<file path="config.mk">
export PLATFORM = sky130hd
export DESIGN_NAME = wdtr_top
export DESIGN_NICKNAME = d
export VERILOG_FILES = /design/src/wdtr_pkg.sv /design/src/wdtr_ahb_slave.sv /design/src/wdtr_timeout_counter.sv /design/src/wdtr_top.sv
export SDC_FILE = /design/constraint.sdc
export NUM_CORES = 1
export LEC_CHECK = 0
export ABC_AREA = 1
export BUFFER_PORTS_ARGS = -buffer_cell sky130_fd_sc_hd__buf_2
export CAP_MARGIN = 15
export CORE_UTILIZATION = 46
export CTS_CLUSTER_DIAMETER = 100
export CTS_CLUSTER_SIZE = 25
export DETAILED_ROUTE_END_ITERATION = 10
export MAX_ROUTING_LAYER = met4
export PLACE_DENSITY = 0.76
export SETUP_SLACK_MARGIN = 0.3
export SLEW_MARGIN = 0
export SYNTH_ARGS = -nofsm -noshare
export SYNTH_HDL_FRONTEND = slang
export SYNTH_SLANG_ARGS = --single-unit
export TNS_END_PERCENT = 100
</file>
<file path="constraint.sdc">
create_clock -name hclk -period 1.95 [get_ports hclk]
set_input_delay 0.195 -clock hclk [delete_from_list [all_inputs] [get_ports hclk]]
set_output_delay 0.195 -clock hclk [all_outputs]
set_load 0.01 [all_outputs]
</file>
<file path="src/wdtr_pkg.sv">
/*
 * Shared constants and types of the watchdog and reset-flag block.
 * Assumes a 32-bit AHB-Lite register bus and a 10 MHz system clock.
 */
package wdtr_pkg;

	// ********************************
	// Register map and reset values
	// ********************************
	localparam logic [7:0] WDTR_CTRL_OFS     = 8'h60;
	localparam logic [7:0] WDTR_RSRC_OFS     = 8'h64;
	localparam logic [7:0] WDTR_CTRL_RST     = 8'h00;
	localparam logic [3:0] WDTR_RSRC_RST     = 4'h1;
	localparam int         WDTR_DOG_BIT      = 3;
	localparam int         WDTR_SUPPLY_BIT   = 2;
	localparam int         WDTR_PIN_BIT      = 1;
	localparam int         WDTR_POWER_BIT    = 0;
	localparam logic [3:0] WDTR_SEL_MAX      = 4'h9;
	localparam logic [2:0] WDTR_HSIZE_WORD   = 3'h2;

	// ********************************
	// Timing
	// ********************************
	localparam int         WDTR_CLK_FREQ_HZ  = 10_000_000;
	localparam int         WDTR_OSC_FREQ_HZ  = 128_000;
	localparam int         WDTR_BASE_OSC_CYC = 2048;
	localparam logic [2:0] WDTR_UNLOCK_CYC   = 3'h4;

	// ********************************
	// Types
	// ********************************
	typedef struct packed {
		logic       irq_flag;
		logic       irq_enable;
		logic       sel_hi;
		logic       unlock;
		logic       reset_en;
		logic [2:0] sel_lo;
	} wdtr_ctrl_t;

	typedef struct packed {
		logic        wr;
		logic [7:0]  addr;
		logic [31:0] wdata;
	} wdtr_bus_req_t;

	typedef enum logic [2:0] {
		WDTR_S_IDLE  = 3'b001,
		WDTR_S_RWAIT = 3'b010,
		WDTR_S_RDATA = 3'b100
	} wdtr_ahb_state_t;

endpackage

</file>
<file path="src/wdtr_ahb_slave.sv">
/*
 * AHB-Lite slave front end of the watchdog block: writes land in the
 * data phase, reads take one wait state. Assumes a single master.
 */
`timescale 1ns/1ps
module wdtr_ahb_slave
	import wdtr_pkg::*;
(
	// Clock and reset
	input  wire logic        hclk,
	input  wire logic        hresetn,
	// AHB-Lite slave
	input  wire logic        hsel,
	input  wire logic [31:0] haddr,
	input  wire logic [1:0]  htrans,
	input  wire logic        hwrite,
	input  wire logic [2:0]  hsize,
	input  wire logic [31:0] hwdata,
	input  wire logic        hready,
	output logic             hreadyout,
	output logic             hresp,
	output logic [31:0]      hrdata,
	// Register side
	output wdtr_bus_req_t    req,
	input  wire logic [7:0]  rd_data
);
	wdtr_ahb_state_t state_reg;
	wdtr_ahb_state_t state_next;
	logic            wr_pend_reg;
	logic [7:0]      addr_reg;
	logic [31:0]     hrdata_reg;
	wire logic       accept = hsel & htrans[1] & hready
		& (hsize == WDTR_HSIZE_WORD);

	always_comb
	begin
		state_next = state_reg;
		unique case (state_reg)
			WDTR_S_IDLE, WDTR_S_RDATA:
				state_next = (accept & ~hwrite) ? WDTR_S_RWAIT : WDTR_S_IDLE;
			WDTR_S_RWAIT:
				state_next = WDTR_S_RDATA;
			default:
				state_next = WDTR_S_IDLE;
		endcase
	end

	always_ff @(posedge hclk or negedge hresetn)
	begin
		if (!hresetn)
		begin
			state_reg   <= WDTR_S_IDLE;
			wr_pend_reg <= 1'b0;
			addr_reg    <= 8'h00;
			hrdata_reg  <= 32'h0000_0000;
		end
		else
		begin
			state_reg   <= state_next;
			wr_pend_reg <= accept & hwrite;
			if (accept)
				addr_reg <= haddr[7:0];
			if (state_reg == WDTR_S_RWAIT)
				hrdata_reg <= {24'h00_0000, rd_data};
		end
	end

	assign hreadyout = (state_reg != WDTR_S_RWAIT);
	assign hresp     = 1'b0;
	assign hrdata    = hrdata_reg;
	assign req       = '{wr: wr_pend_reg, addr: addr_reg, wdata: hwdata};
endmodule

</file>
<file path="src/wdtr_timeout_counter.sv">
/*
 * Time-out counter stepped by edges of the watchdog oscillator pin.
 * Assumes the oscillator is far slower than the system clock.
 */
`timescale 1ns/1ps
module wdtr_timeout_counter
	import wdtr_pkg::*;
#(
	parameter int BASE_CYCLES = WDTR_BASE_OSC_CYC,
	parameter int CNT_W       = 20
)(
	// Clock and reset
	input  wire logic       hclk,
	input  wire logic       hresetn,
	// Oscillator pin
	input  wire logic       osc_pin,
	// Control
	input  wire logic       run,
	input  wire logic       restart,
	input  wire logic [3:0] sel,
	// Event
	output logic            timeout
);
	logic [1:0]       osc_sync_reg;
	logic             osc_prev_reg;
	logic [CNT_W-1:0] cnt_reg;
	logic             timeout_reg;
	wire logic        tick = osc_sync_reg[1] & ~osc_prev_reg;
	wire logic [CNT_W:0] span = (CNT_W+1)'(BASE_CYCLES) << sel;
	wire logic [CNT_W-1:0] limit = CNT_W'(span - 1'b1);
	wire logic        at_limit = (cnt_reg == limit);

	if (BASE_CYCLES < 1 || (longint'(BASE_CYCLES) << 9) > (64'd1 << CNT_W))
	begin : g_bad_width
		$error("time-out counter too narrow for its base count");
	end

	// Oscillator edges counted in the system domain
	always_ff @(posedge hclk or negedge hresetn)
	begin
		if (!hresetn)
		begin
			osc_sync_reg <= 2'b00;
			osc_prev_reg <= 1'b0;
			cnt_reg      <= '0;
			timeout_reg  <= 1'b0;
		end
		else
		begin
			osc_sync_reg <= {osc_sync_reg[0], osc_pin};
			osc_prev_reg <= osc_sync_reg[1];
			if (restart | ~run)
				cnt_reg <= '0;
			else if (tick)
				cnt_reg <= at_limit ? '0 : cnt_reg + CNT_W'(1);
			timeout_reg <= run & ~restart & tick & at_limit;
		end
	end

	assign timeout = timeout_reg;
endmodule

</file>
<file path="src/wdtr_top.sv">
/*
 * Watchdog timer with reset-source flags, reached over AHB-Lite.
 * Assumes hresetn is the power-on reset, and that the other reset
 * sources, the fuse and the oscillator arrive asynchronously on pins.
 */
`timescale 1ns/1ps

// Contract
// - Upper four bits of reset-source status always read zero.
// - Watchdog reset flag set by watchdog reset, cleared by power-on or zero.
// - Supply-drop flag set by brown-out reset, cleared by power-on or zero.
// - Pin reset flag set by pin reset, cleared by power-on or zero.
// - Power-up flag set by power-on, cleared only by writing zero.
// - Interrupt flag set on time-out when interrupt is configured.
// - Interrupt flag cleared by vector execution or writing one.
// - Interrupt taken only when flag, enable and global enable all set.
// - Combined mode: unserviced flag at next time-out issues system reset.
// - Mode from fuse, reset enable and interrupt enable; fuse forces reset.
// - Clearing reset enable or changing selection needs change unlock set.
// - Change unlock clears itself four system clocks after being written.
// - Reset enable forced to one while watchdog reset flag is set.
// - Selection codes 0 to 9 give 2048 up to 1048576 oscillator cycles.
// - Reserved selection codes are replaced by a valid code.
// - Counter counts cycles of the separate watchdog oscillator.
// - Restart request clears the counter; otherwise time-out action follows.
// - Watchdog system reset is a one-clock pulse.
module wdtr_top
	import wdtr_pkg::*;
#(
	parameter int BASE_OSC_CYCLES = WDTR_BASE_OSC_CYC
)(
	// Clock and reset
	input  wire logic        hclk,
	input  wire logic        hresetn,
	// AHB-Lite slave
	input  wire logic        hsel,
	input  wire logic [31:0] haddr,
	input  wire logic [1:0]  htrans,
	input  wire logic        hwrite,
	input  wire logic [2:0]  hsize,
	input  wire logic [31:0] hwdata,
	input  wire logic        hready,
	output logic             hreadyout,
	output logic             hresp,
	output logic [31:0]      hrdata,
	// Watchdog oscillator
	input  wire logic        wdt_osc,
	// Reset sources and fuse
	input  wire logic        supply_drop_rst,
	input  wire logic        pin_rst,
	input  wire logic        force_reset_fuse,
	// Processor side
	input  wire logic        cpu_status_irq_enable,
	input  wire logic        irq_vector_ack,
	input  wire logic        wdt_restart,
	// Results
	output logic             timeout_irq,
	output logic             dog_system_reset
);
	localparam int CNT_W = $clog2(BASE_OSC_CYCLES * 512);

	// ********************************
	// Declarations
	// ********************************
	wdtr_bus_req_t req;
	wdtr_ctrl_t    ctrl_reg;
	wdtr_ctrl_t    ctrl_next;
	wdtr_ctrl_t    ctrl_rd;
	logic [3:0]    rsrc_reg;
	logic [3:0]    rsrc_next;
	logic [2:0]    unlock_cnt_reg;
	logic [2:0]    unlock_cnt_next;
	logic [2:0]    pin_meta_reg;
	logic [2:0]    pin_sync_reg;
	logic          sys_rst_reg;
	logic          timeout;
	logic [7:0]    rd_data;

	if (WDTR_CLK_FREQ_HZ < 4 * WDTR_OSC_FREQ_HZ)
	begin : g_bad_clock
		$error("system clock too slow for the watchdog oscillator");
	end

	// ********************************
	// Pin synchronisers
	// ********************************
	wire logic [2:0] pin_raw = {force_reset_fuse, supply_drop_rst, pin_rst};

	for (genvar i = 0; i < 3; i++)
	begin : g_sync
		always_ff @(posedge hclk or negedge hresetn)
		begin
			if (!hresetn)
			begin
				pin_meta_reg[i] <= 1'b0;
				pin_sync_reg[i] <= 1'b0;
			end
			else
			begin
				pin_meta_reg[i] <= pin_raw[i];
				pin_sync_reg[i] <= pin_meta_reg[i];
			end
		end
	end

	wire logic fuse_s   = pin_sync_reg[2];
	wire logic supply_s = pin_sync_reg[1];
	wire logic pin_s    = pin_sync_reg[0];

	// ********************************
	// Bus slave
	// ********************************
	wdtr_ahb_slave u_bus (
		.hclk      (hclk),
		.hresetn   (hresetn),
		.hsel      (hsel),
		.haddr     (haddr),
		.htrans    (htrans),
		.hwrite    (hwrite),
		.hsize     (hsize),
		.hwdata    (hwdata),
		.hready    (hready),
		.hreadyout (hreadyout),
		.hresp     (hresp),
		.hrdata    (hrdata),
		.req       (req),
		.rd_data   (rd_data)
	);

	// ********************************
	// Address decode
	// ********************************
	wire logic       hit_ctrl = (req.addr == WDTR_CTRL_OFS);
	wire logic       hit_rsrc = (req.addr == WDTR_RSRC_OFS);
	wire logic       wr_ctrl  = req.wr & hit_ctrl;
	wire logic       wr_rsrc  = req.wr & hit_rsrc;
	wire wdtr_ctrl_t wr_val   = wdtr_ctrl_t'(req.wdata[7:0]);
	wire logic [3:0] wr_sel   = {wr_val.sel_hi, wr_val.sel_lo};
	wire logic [3:0] sel_fix  =
		(wr_sel > WDTR_SEL_MAX) ? WDTR_SEL_MAX : wr_sel;

	// ********************************
	// Mode selection
	// ********************************
	wire logic eff_reset_en = fuse_s | ctrl_reg.reset_en;
	wire logic eff_irq_en   = ~fuse_s & ctrl_reg.irq_enable;
	wire logic running      = eff_reset_en | eff_irq_en;
	wire logic combined     = eff_reset_en & eff_irq_en;

	// ********************************
	// Time-out actions
	// ********************************
	wire logic fire_reset = timeout & eff_reset_en
		& (~eff_irq_en | ctrl_reg.irq_flag);
	wire logic set_irq    = timeout & eff_irq_en & ~fire_reset;
	wire logic soft_rst   = sys_rst_reg | supply_s | pin_s;
	wire logic serviced   = irq_vector_ack & ctrl_reg.irq_flag;

	wdtr_timeout_counter #(
		.BASE_CYCLES (BASE_OSC_CYCLES),
		.CNT_W       (CNT_W)
	) u_count (
		.hclk    (hclk),
		.hresetn (hresetn),
		.osc_pin (wdt_osc),
		.run     (running),
		.restart (wdt_restart | fire_reset | soft_rst),
		.sel     ({ctrl_reg.sel_hi, ctrl_reg.sel_lo}),
		.timeout (timeout)
	);

	// ********************************
	// Change unlock window
	// ********************************
	always_comb
	begin
		unlock_cnt_next = unlock_cnt_reg;
		if (wr_ctrl & wr_val.unlock)
			unlock_cnt_next = WDTR_UNLOCK_CYC;
		else if (unlock_cnt_reg != 3'h0)
			unlock_cnt_next = unlock_cnt_reg - 3'h1;
		if (soft_rst)
			unlock_cnt_next = 3'h0;
	end

	// ********************************
	// Control register
	// ********************************
	always_comb
	begin
		ctrl_next = ctrl_reg;
		if (wr_ctrl)
		begin
			ctrl_next.irq_enable = wr_val.irq_enable;
			if (wr_val.irq_flag)
				ctrl_next.irq_flag = 1'b0;
			if (wr_val.reset_en | ctrl_reg.unlock)
				ctrl_next.reset_en = wr_val.reset_en;
			if (ctrl_reg.unlock)
			begin
				ctrl_next.sel_hi = sel_fix[3];
				ctrl_next.sel_lo = sel_fix[2:0];
			end
		end
		if (serviced)
		begin
			ctrl_next.irq_flag = 1'b0;
			if (combined)
				ctrl_next.irq_enable = 1'b0;
		end
		if (set_irq)
			ctrl_next.irq_flag = 1'b1;
		if (soft_rst)
			ctrl_next = wdtr_ctrl_t'(WDTR_CTRL_RST);
		ctrl_next.unlock = (unlock_cnt_next != 3'h0);
		if (rsrc_reg[WDTR_DOG_BIT])
			ctrl_next.reset_en = 1'b1;
	end

	// ********************************
	// Reset-source flags
	// ********************************
	always_comb
	begin
		rsrc_next = rsrc_reg;
		if (wr_rsrc)
			rsrc_next = rsrc_reg & req.wdata[3:0];
		if (sys_rst_reg)
			rsrc_next[WDTR_DOG_BIT] = 1'b1;
		if (supply_s)
			rsrc_next[WDTR_SUPPLY_BIT] = 1'b1;
		if (pin_s)
			rsrc_next[WDTR_PIN_BIT] = 1'b1;
	end

	// ********************************
	// State flip-flops
	// ********************************
	always_ff @(posedge hclk or negedge hresetn)
	begin
		if (!hresetn)
		begin
			ctrl_reg       <= wdtr_ctrl_t'(WDTR_CTRL_RST);
			rsrc_reg       <= WDTR_RSRC_RST;
			unlock_cnt_reg <= 3'h0;
			sys_rst_reg    <= 1'b0;
		end
		else
		begin
			ctrl_reg       <= ctrl_next;
			rsrc_reg       <= rsrc_next;
			unlock_cnt_reg <= unlock_cnt_next;
			sys_rst_reg    <= fire_reset;
		end
	end

	// ********************************
	// Read view and outputs
	// ********************************
	always_comb
	begin
		ctrl_rd = ctrl_reg;
		if (fuse_s)
		begin
			ctrl_rd.irq_enable = 1'b0;
			ctrl_rd.reset_en   = 1'b1;
		end
	end

	assign rd_data = hit_ctrl ? ctrl_rd :
		hit_rsrc ? {4'h0, rsrc_reg} : 8'h00;

	assign timeout_irq = ctrl_reg.irq_flag & ctrl_rd.irq_enable
		& cpu_status_irq_enable;
	assign dog_system_reset = sys_rst_reg;
endmodule

</file>
==> flow_metrics.py, run 1 <==
metrics = {
    "floorplan": {
        "core_area_sq_mm": 0.00773,
        "floorplan.initialDensity_pct": 47.4,
        "die_w_um": 91.2,
        "die-area_sq_mm": 0.00832,
        "ioPinCount": 117,
        "row_count": 32,
        "fp.dieH_um": 91.2,
    },
    "clock_network": {
        "ctsLongestPathBuffers": 2,
        "root_buffer": "clkbuf_8",
        "clkLatencyLatePin_ns": 0.36,
        "numCtsBuffers": 9,
        "cts_num_sinks": 66,
        "cts_max_level": 3,
        "cts_tree": "built",
        "clk_pin_slew_ns": 0.09,
    },
    "place": {
        "gp_routability_congestion": 0.877,
        "dp_hpwl_um": 5610,
        "io_buffers": 42,
    },
    "worst_setup_path": {
        "crit_type": "reg2reg",
        "path_delay_family": "simple AND/OR/NAND/NOR gates",
        "cp-start-kind": "register",
        "required_ns": 2.20,
        "crit_path_top_delay_cell": "dfrtp_1",
        "startpoint": "ctrl_rd[2]",
        "critPathBufInv": 0,
        "path_depth": 10,
        "arrival_ns": 2.12,
        "rr_startpoint": "ctrl_rd[2]",
        "critPathMaxStageDelay_ns": 0.41,
        "ff2ff_setup_slack_ns": 0.08,
        "critical_path.endpoint_type": "register",
        "crit_chain": "nor2_4 -> nand3_2 -> ha_4 -> xnor2_1 -> nor2_1 -> nand3_1 -> a21oi_4 -> nand2_4 -> nand2_2 -> nand2_2",
        "path_max_fanout": 8,
        "critPathMostFrequentCell": "nand2_2",
        "reg2reg_depth": 10,
    },
    "sta": {
        "relSlewSlack_pct": 52.9,
        "min_period_ns": 1.87,
        "fin_skew_ns": 0.0148,
        "timing.final.crit_share_pct": 96.0,
        "setup_violations": 0,
        "hold_viol": 0,
        "rsz0062_at_grt": "yes",
        "worst_slew_pin_slew_ns": 0.704,
        "max_freq_mhz": 534,
        "whs_ns": 0.0674,
        "slew_violations": 0,
    },
    "global_routing": {
        "antenna_found_initial": 0,
        "grt_use_total_pct": 21.7,
        "globalRoute.totalOverflow": 0,
        "grt_max_degree": 42,
        "grt_pass1_vias": 3179,
        "grt_pass1_wl_um": 13900,
    },
    "yosys": {
        "async_reset_ff_share_pct": 100,
        "yosysTopAreaCell": "dfrtp_1",
        "synth_cell_types": 37,
        "ys_seq_area_share_pct": 45.2,
        "synth_edf_count": 0,
        "synthCells": 475,
        "netlist_top_cells_count": "nand2_1 (138), dfrtp_1 (64), nor2_1 (60)",
        "synth_ff_type": "dfrtp_1",
        "synth_area_sq_mm": 0.00366,
        "synth.top_cells.by_area": "dfrtp_1 (44%), nand2_1 (14%), nor2_1 (6.2%)",
        "synth.top_cell.area_share_pct": 43.7,
        "postSynthRegisterBits": 66,
        "yosysMostFrequentCell": "nand2_1",
        "synth_warnings": 0,
        "syn_avg_cell_area_sq_um": 7.71,
    },
    "power_and_ir_drop": {
        "power_mw": 2.92,
        "p_leak_nw": 2.18,
        "power.density_mw_per_mm2": 651,
        "irDropWorstVdd_mv": 0.335,
    },
    "run": {
        "drv_cap": 0,
    },
    "layout": {
        "syn_to_final_growth_pct": 22.6,
        "largest_reg_flops": 20,
        "antenna_cells": 0,
        "final_nets": 640,
        "drive_gt1_share_pct": 24.0,
    },
    "route": {
        "post-route-drc-count": 0,
        "wl_per_cell_um": 12.1,
        "ant_nets": 0,
        "drt_first_pass_iters": 5,
        "drtIter0Drc": 206,
        "vias": 3211,
        "vias_per_cell": 4.86,
        "wl_um": 8020,
    },
    "status": {
        "status": "finished, final reports clean",
    },
    "hold_path": {
        "hold_class": "in2reg",
        "holdCritStartpoint": "hwdata[0]",
        "whs_path_depth": 2,
    },
}
## timing repair
item	in CTS	in global routing
hold buffers	5	0
setup buffers	7	4
pin swaps	11	10
resized for setup	11	20
hold endpoints to repair	24	0
endpoints found under the setup margin	19	23
gates cloned	1	0
## layout make-up
class / count / area (sq um)
well taps: 102 / 128
inverters: 55 / 213
multi-input cells: 349 / 1790
repair buffers: 73 / 475
flip-flops and latches: 66 / 1660
fillers: 677 / 3240
clock inverters: 7 / 100
clock buffers: 9 / 124
## cell usage in the layout (no fill, tap or decap), types with 2 or more instances in the layout
master	synthesis	routed
nand2_1	138	129
dfrtp_1	64	62
nor2_1	60	57
inv_1	55	51
buf_2	0	42
nand3_1	29	27
conb_1	1	25
buf_4	26	24
a21oi_1	18	17
o21ai_0	14	14
nand2_2	6	13
clkbuf_8	0	9
xor2_1	8	8
nor2_4	2	6
mux2_2	6	6
nor2_2	6	5
nand4_1	5	5
dlygate4sd3_1	0	5
ha_1	5	4
xnor2_1	3	3
o21ai_1	3	3
o31ai_1	3	3
inv_2	0	2
nand3_2	1	2
nand2_4	0	2
nor3_1	2	2
clkinv_4	0	2
bufinv_16	0	2
inv_6	0	2
dfrtp_2	0	2
dfstp_2	2	2
## per-stage QoR
stage	worst slack [ns]	setup TNS, ns	cell area (sq um)	utilization (%)	std cells
after floorplan	0.165	0	3780	-	499
after global placement	0.0514	0	4020	52.0	628
after detailed placement	-0.0274	-0.193	4020	52.0	628
after CTS	0.108	0	4390	56.8	657
after global routing	-0.0319	-0.231	4490	58.1	661
final	0.0778	0	4490	58.1	661
## path summary, 6_finish.rpt
path                                             to
worst max register to register   u_count.cnt_reg[9]
worst max-delay path             u_count.cnt_reg[9]
worst min-delay path                    rsrc_reg[0]
min in group asynchronous       u_count.cnt_reg[16]
worst min register to register                pin_s
max in group asynchronous               rsrc_reg[0]
## layer usage
layer / vias up / share of wire, % / GRT usage [%]
met3: 16 / 3.6 / 3.85
met4: 0 / 1.7 / 10.4
met1: 1499 / 46 / 25.8
met2: 95 / 49 / 35.5
met5: - / 0 / -
li1: 1601 / - / -
## cell families after synthesis
| family | count (synthesis) | share of synthesized area (%) |
|---|---|---|
| mux | 6 | 1.85 |
| other cells | 1 | 0.102 |
| simple gates | 254 | 29.5 |
| flops | 66 | 45.2 |
| fa+ha+maj | 5 | 1.71 |
| xor+xnor | 11 | 2.63 |
| buf+inv | 85 | 11.8 |
| compound gates | 47 | 7.21 |
## report_power, final
part | internal, mW | switching (mW)
logic | 0.0733 | 0.111
clock network | 0.730 | 0.578
registers | 1.41 | 0.0183
total | 2.21 | 0.708
No activity file was read; power rests on OpenSTA's default activity.
==> run 2, diff against run 1 <==
--- a/config.mk
+++ b/config.mk
@@ -5,18 +5,18 @@
 export SDC_FILE = /design/constraint.sdc
 export NUM_CORES = 1
 export LEC_CHECK = 0
-export ABC_AREA = 1
 export BUFFER_PORTS_ARGS = -buffer_cell sky130_fd_sc_hd__buf_2
 export CAP_MARGIN = 15
-export CORE_UTILIZATION = 46
+export CORE_UTILIZATION = 47
 export CTS_CLUSTER_DIAMETER = 100
 export CTS_CLUSTER_SIZE = 25
 export DETAILED_ROUTE_END_ITERATION = 10
 export MAX_ROUTING_LAYER = met4
-export PLACE_DENSITY = 0.76
+export PLACE_DENSITY = 0.77
 export SETUP_SLACK_MARGIN = 0.3
 export SLEW_MARGIN = 0
 export SYNTH_ARGS = -nofsm -noshare
 export SYNTH_HDL_FRONTEND = slang
+export SYNTH_HIERARCHICAL = 1
 export SYNTH_SLANG_ARGS = --single-unit
 export TNS_END_PERCENT = 100
==> constraint.sdc (replaced) <==
create_clock -name hclk -period 1.95 [get_ports hclk]
set_input_delay 0.2925 -clock hclk [delete_from_list [all_inputs] [get_ports hclk]]
set_output_delay 0.2925 -clock hclk [all_outputs]
set_load 0.01 [all_outputs]
==> flow_metrics.py, run 2 <==
metrics = {
    "worst_setup_path": {
        "path_max_fanout": 18,
        "crit_chain": "or4_4 -> ha_4 -> xnor2_2 -> xnor2_1 -> nor3_2 -> and4bb_4 -> a21oi_4 -> buf_12 -> a21oi_1 -> o21bai_1",
        "critical_path.endpoint_type": "register",
        "ff2ff_setup_slack_ns": -0.73,
        "crit_type": "reg2reg",
        "rr_startpoint": "ctrl_rd[2]",
        "arrival_ns": 2.90,
        "crit_path_top_delay_cell": "or4_4",
        "required_ns": 2.17,
        "critPathMaxStageDelay_ns": 0.55,
        "cp-start-kind": "register",
        "timing.rr.end": "u_count/cnt_reg[14]",
        "reg2reg_depth": 10,
    },
    "sta": {
        "min_period_ns": 2.68,
        "setup_violations": 20,
        "max_freq_mhz": 373,
        "worst_slack_ns": -0.731,
        "timing.final.crit_share_pct": 137,
        "slew_violations": 0,
        "fin_skew_ns": 0.0132,
        "rsz0062_at_grt": "yes",
        "hold_viol": 0,
    },
    "route": {
        "vias": 3125,
        "wl_per_cell_um": 15.2,
        "vias_per_cell": 5.41,
        "drtIter0Drc": 252,
        "post-route-drc-count": 0,
        "ant_nets": 0,
        "drt_first_pass_iters": 5,
        "wl_um": 8810,
    },
    "global_routing": {
        "grt_pass1_vias": 3028,
        "globalRoute.totalOverflow": 0,
        "grt_max_degree": 67,
        "grt_pass1_wl_um": 14100,
        "antenna_found_initial": 0,
        "grt_use_total_pct": 22.1,
    },
    "power_and_ir_drop": {
        "power.density_mw_per_mm2": 603,
        "irDropWorstVdd_mv": 0.560,
        "p_leak_nw": 2.19,
    },
    "hold_path": {
        "min_to": "pin_meta_reg[2]",
        "whs_path_depth": 1,
        "holdCritStartpoint": "force_reset_fuse",
        "hold_class": "in2reg",
    },
    "layout": {
        "fillers": 571,
        "regArea_sq_mm": 0.00166,
        "final_nets": 557,
        "multi_input_area_sq_mm": 0.00204,
        "drive_gt1_share_pct": 41.6,
        "layout_commonest_cell": "dfrtp_1",
        "antenna_cells": 0,
        "largest_reg_flops": 20,
        "syn_to_final_growth_pct": 31.3,
        "final_cell_mix": "dfrtp_1 (63), buf_4 (54), buf_2 (41), nand2_1 (25), conb_1 (25)",
        "stdcell_area_sq_mm": 0.00489,
    },
    "clock_network": {
        "root_buffer": "clkbuf_8",
        "clkLatencyLatePin_ns": 0.34,
        "cts_num_sinks": 66,
        "clk_pin_slew_ns": 0.08,
        "cts_tree": "built",
        "ctsLongestPathBuffers": 2,
        "cts_max_level": 3,
        "numCtsBuffers": 9,
    },
    "floorplan": {
        "die_w_um": 91.0,
        "core_area_sq_mm": 0.00769,
        "fp.dieH_um": 91.0,
        "ioPinCount": 117,
        "floorplan.initialDensity_pct": 48.4,
        "die-area_sq_mm": 0.00828,
        "row_count": 32,
    },
    "status": {
        "violations": "negative setup slack",
        "status": "complete, but fails checks",
    },
    "place": {
        "gp_routability_congestion": 0.817,
        "io_buffers": 42,
        "place_area_sq_mm": 0.00427,
        "post-place-ws_ns": -0.763,
        "dp_hpwl_um": 5630,
    },
    "yosys": {
        "synth_warnings": 6,
        "syn_avg_cell_area_sq_um": 9.90,
        "synthCells": 376,
        "synth_area_sq_mm": 0.00372,
    },
    "run": {
        "drv_cap": 0,
    },
}
[run 2: cell types whose count changed in the layout (fill, tap and decap cells not counted), sizes merged, moves of 11 or more]
cell | before | now
or3 | 0 | 12
nor3 | 3 | 15
nand2b | 0 | 11
buf | 68 | 107
nand2 | 145 | 25
nor2 | 68 | 22
mux2 | 6 | 17
inv | 56 | 18
[run 2: layout make-up]
| type | instances | share of cell area (%) |
|---|---|---|
| clock buffers | 11 | 2.69 |
| clock inverters | 5 | 1.64 |
| inverters | 18 | 1.38 |
| multi-input cells | 268 | 41.8 |
| flip-flops and latches | 66 | 33.9 |
| well taps | 102 | 2.61 |
| repair buffers | 108 | 16.0 |
[run 2: worst max path at each step]
stage                from                   to  slack, ns  cells past startpoint
3_5_place_dp   ctrl_rd[5]  u_count/cnt_reg[12]      -0.76                      9
5_1_grt        ctrl_rd[2]   u_count/cnt_reg[7]      -0.74                     10
4_1_cts        ctrl_rd[2]   u_count/cnt_reg[9]      -0.61                      9
3_3_place_gp   ctrl_rd[5]  u_count/cnt_reg[10]      -0.64                      9
2_1_floorplan  ctrl_rd[2]  u_count/cnt_reg[14]      -0.79                     12
6_report       ctrl_rd[2]  u_count/cnt_reg[14]      -0.73                     10
[run 2: routing by layer]
layer / share of wire, % / global-route usage, % / up-vias
li1: - / - / 1458
met1: 43 / 27.0 / 1522
met2: 51 / 35.6 / 118
met3: 4.1 / 4.36 / 27
met4: 2.5 / 10.2 / 0
met5: 0 / - / -
[run 2: critical path: cells and delay by family, from the launching register on]
family	cells	cell delay, ns
and+or+nand+nor	3	1.17
DFF	1	0.41
AOI/OAI and AO/OA	3	0.32
xor gates and xnor gates	2	0.28
adders and majority gates	1	0.21
buffers and inverters	1	0.17
[run 2: power by group]
group | switching [mW] | leakage (nW) | internal, mW
Combinational | 0.147 | 1.21 | 0.122
Clock | 0.520 | 0.0995 | 0.719
Sequential | 0.0299 | 0.873 | 1.41
Total | 0.697 | 2.19 | 2.25
[run 2: metrics by stage]
step                      util [%]  hold WS, ns  power [mW]  setup TNS, ns  instances
after floorplan                  -     -0.00309        1.65         -14.06        400
after global placement        55.6        0.334        1.69         -10.69        545
after detailed placement      55.6        0.335        1.70         -13.19        545
after CTS                     61.1       0.0395        2.95         -10.91        571
after global routing          63.6       0.0359        3.05         -13.65        578
final                         63.6       0.0483        2.95         -13.09        578
[run 2: repair_timing]
action	4_1_cts	5_1_grt
hold endpoints to repair	64	0
gates resized for setup	24	27
hold buffers	1	0
gates cloned	1	0
setup buffers	8	7
setup endpoints to repair	33	38
pin swaps	15	17
==> run 3, diff against run 2 <==
--- a/config.mk
+++ b/config.mk
@@ -5,14 +5,15 @@
 export SDC_FILE = /design/constraint.sdc
 export NUM_CORES = 1
 export LEC_CHECK = 0
+export ABC_AREA = 1
 export BUFFER_PORTS_ARGS = -buffer_cell sky130_fd_sc_hd__buf_2
 export CAP_MARGIN = 15
-export CORE_UTILIZATION = 47
+export CORE_UTILIZATION = 57
 export CTS_CLUSTER_DIAMETER = 100
 export CTS_CLUSTER_SIZE = 25
 export DETAILED_ROUTE_END_ITERATION = 10
 export MAX_ROUTING_LAYER = met4
-export PLACE_DENSITY = 0.77
+export PLACE_DENSITY = 0.86
 export SETUP_SLACK_MARGIN = 0.3
 export SLEW_MARGIN = 0
 export SYNTH_ARGS = -nofsm -noshare
==> constraint.sdc (replaced) <==
create_clock -name hclk -period 3.4 [get_ports hclk]
set_input_delay 0.51 -clock hclk [delete_from_list [all_inputs] [get_ports hclk]]
set_output_delay 0.51 -clock hclk [all_outputs]
set_load 0.01 [all_outputs]
==> flow_metrics.py, run 3 <==
metrics = {
    "status": {
        "status": "finished, final reports clean",
    },
    "layout": {
        "multi_input_area_sq_mm": 0.00198,
        "final_nets": 681,
        "syn_to_final_growth_pct": 8.97,
        "final_cell_mix": "nand2_1 (194), dfrtp_1 (64), nor2_1 (62), inv_1 (48), buf_2 (42)",
        "drive_gt1_share_pct": 18.0,
        "layout_commonest_cell": "nand2_1",
        "regArea_sq_mm": 0.00165,
        "finalNonFillerCells": 696,
        "largest_reg_flops": 20,
        "fillers": 594,
        "antenna_cells": 0,
    },
    "worst_setup_path": {
        "path_max_fanout": 18,
        "reg2reg_depth": 13,
        "ff2ff_setup_slack_ns": 0.91,
        "required_ns": 3.68,
        "rr_startpoint": "fuse_s",
        "timing.rr.end": "u_count/cnt_reg[18]",
        "crit_type": "reg2reg",
        "arrival_ns": 2.77,
        "critical_path.endpoint_type": "register",
        "cp-start-kind": "register",
    },
    "sta": {
        "hold_viol": 0,
        "setup_violations": 0,
        "max_freq_mhz": 402,
        "rsz0062_at_grt": "no",
        "fin_setup_tns_ns": 0,
        "fin_skew_ns": 0.0105,
        "timing.final.crit_share_pct": 73.1,
        "relSlewSlack_pct": 63.2,
        "worst_slew_pin_slew_ns": 0.548,
        "min_period_ns": 2.49,
        "slew_violations": 0,
    },
    "yosys": {
        "synth_warnings": 6,
        "synthCells": 554,
        "synth_area_sq_mm": 0.00406,
        "syn_avg_cell_area_sq_um": 7.32,
    },
    "route": {
        "drtIter0Drc": 257,
        "ant_nets": 0,
        "wl_um": 8400,
        "vias_per_cell": 5.02,
        "post-route-drc-count": 0,
        "drt_first_pass_iters": 6,
        "wl_per_cell_um": 12.1,
        "vias": 3492,
    },
    "clock_network": {
        "clkLatencyLatePin_ns": 0.35,
        "clk_pin_slew_ns": 0.08,
        "cts_max_level": 3,
        "post_cts_buffers": 0,
        "cts_resized": 0,
        "ctsLongestPathBuffers": 2,
        "cts_tree": "built",
        "numCtsBuffers": 9,
        "root_buffer": "clkbuf_8",
        "cts_num_sinks": 66,
    },
    "global_routing": {
        "grt_use_total_pct": 25.5,
        "grt_max_degree": 31,
        "grt_pass1_vias": 3269,
        "antenna_found_initial": 0,
        "grt_pass1_wl_um": 14500,
        "globalRoute.totalOverflow": 0,
    },
    "power_and_ir_drop": {
        "p_switching_mw": 0.424,
        "power.density_mw_per_mm2": 366,
        "clockPowerShare_pct": 41.2,
        "power_frac_seq_pct": 51.1,
        "p_int_mw": 1.19,
        "sw_frac_of_total_pct": 26.2,
        "p_leak_nw": 2.25,
        "irDropWorstVdd_mv": 0.231,
        "comb_power_share_pct": 7.7,
    },
    "floorplan": {
        "die-area_sq_mm": 0.00746,
        "floorplan.initialDensity_pct": 59.4,
        "row_count": 30,
        "ioPinCount": 117,
        "die_w_um": 86.4,
        "core_area_sq_mm": 0.00683,
        "fp.dieH_um": 86.4,
    },
    "hold_path": {
        "min_to": "pin_meta_reg[0]",
        "hold_class": "in2reg",
        "whs_path_depth": 1,
        "holdCritStartpoint": "pin_rst",
    },
    "place": {
        "placedCellCount": 679,
        "dp_hpwl_um": 6260,
        "io_buffers": 42,
        "gp_routability_congestion": 1.03,
    },
    "run": {
        "drv_cap": 0,
    },
}
==> run 3: area by class of cell <==
type / instances / share of cell area, %
Clock inverter: 7 / 1.75
Timing Repair Buffer: 46 / 5.49
Sequential cell: 66 / 37.4
Inverter: 60 / 5.09
Clock buffer: 9 / 2.80
Multi-Input combinational cell: 412 / 44.7
Tap cell: 96 / 2.72
==> run 3: timing repair <==
action	4_1_cts	5_1_grt
hold buffers	1	0
setup endpoints to repair	0	0
hold endpoints to repair	6	0
==> run 3: power groups by stage <==
stage | clock network [mW] | registers (mW) | logic, mW
2_1_floorplan | 0 | 0.837 | 0.105
3_3_place_gp | 0 | 0.839 | 0.120
3_5_place_dp | 0 | 0.841 | 0.125
4_1_cts | 0.679 | 0.826 | 0.126
5_1_grt | 0.708 | 0.829 | 0.141
6_report | 0.666 | 0.826 | 0.124
==> run 3: stage by stage <==
| stage | worst slack (ns) | area [sq um] | util, % | hold slack, ns | power (mW) |
|---|---|---|---|---|---|
| after floorplan | 1.46 | 4150 | - | 0.214 | 0.942 |
| after global placement | 1.03 | 4210 | 61.6 | 0.333 | 0.960 |
| after detailed placement | 0.967 | 4210 | 61.6 | 0.337 | 0.966 |
| after CTS | 0.958 | 4420 | 64.7 | 0.253 | 1.63 |
| after global routing | 0.486 | 4420 | 64.7 | 0.250 | 1.68 |
| final | 0.913 | 4420 | 64.7 | 0.263 | 1.62 |
==> run 3: metal layers <==
layer	global-route usage, %	vias up	part of all wire, %
li1	-	1755	-
met1	32.1	1583	43
met2	41.1	135	48
met3	4.38	19	6.2
met4	10.6	0	2.2
met5	-	-	0
==> run 3: worst max-delay path by stage <==
| stage | startpoint | to |
|---|---|---|
| 2_1_floorplan | dog_system_reset | u_count/cnt_reg[17] |
| 4_1_cts | fuse_s | u_count/cnt_reg[18] |
| 6_report | fuse_s | u_count/cnt_reg[18] |
| 5_1_grt | fuse_s | u_count/cnt_reg[13] |
| 3_3_place_gp | fuse_s | u_count/cnt_reg[7] |
| 3_5_place_dp | fuse_s | u_count/cnt_reg[7] |
==> run 3: critical path, cell delays in order, from the launching register on <==
cell and delay (ns):
dfrtp_1 0.41, nor2_1 0.22, nand2_1 0.08, nand3_1 0.10
inv_2 0.04, nor2_1 0.10, nand2_1 0.06, nor2_1 0.16
inv_1 0.05, nor2_1 0.24, clkinv_1 0.49, a21oi_1 0.32
nand2_1 0.09, nand2_1 0.07
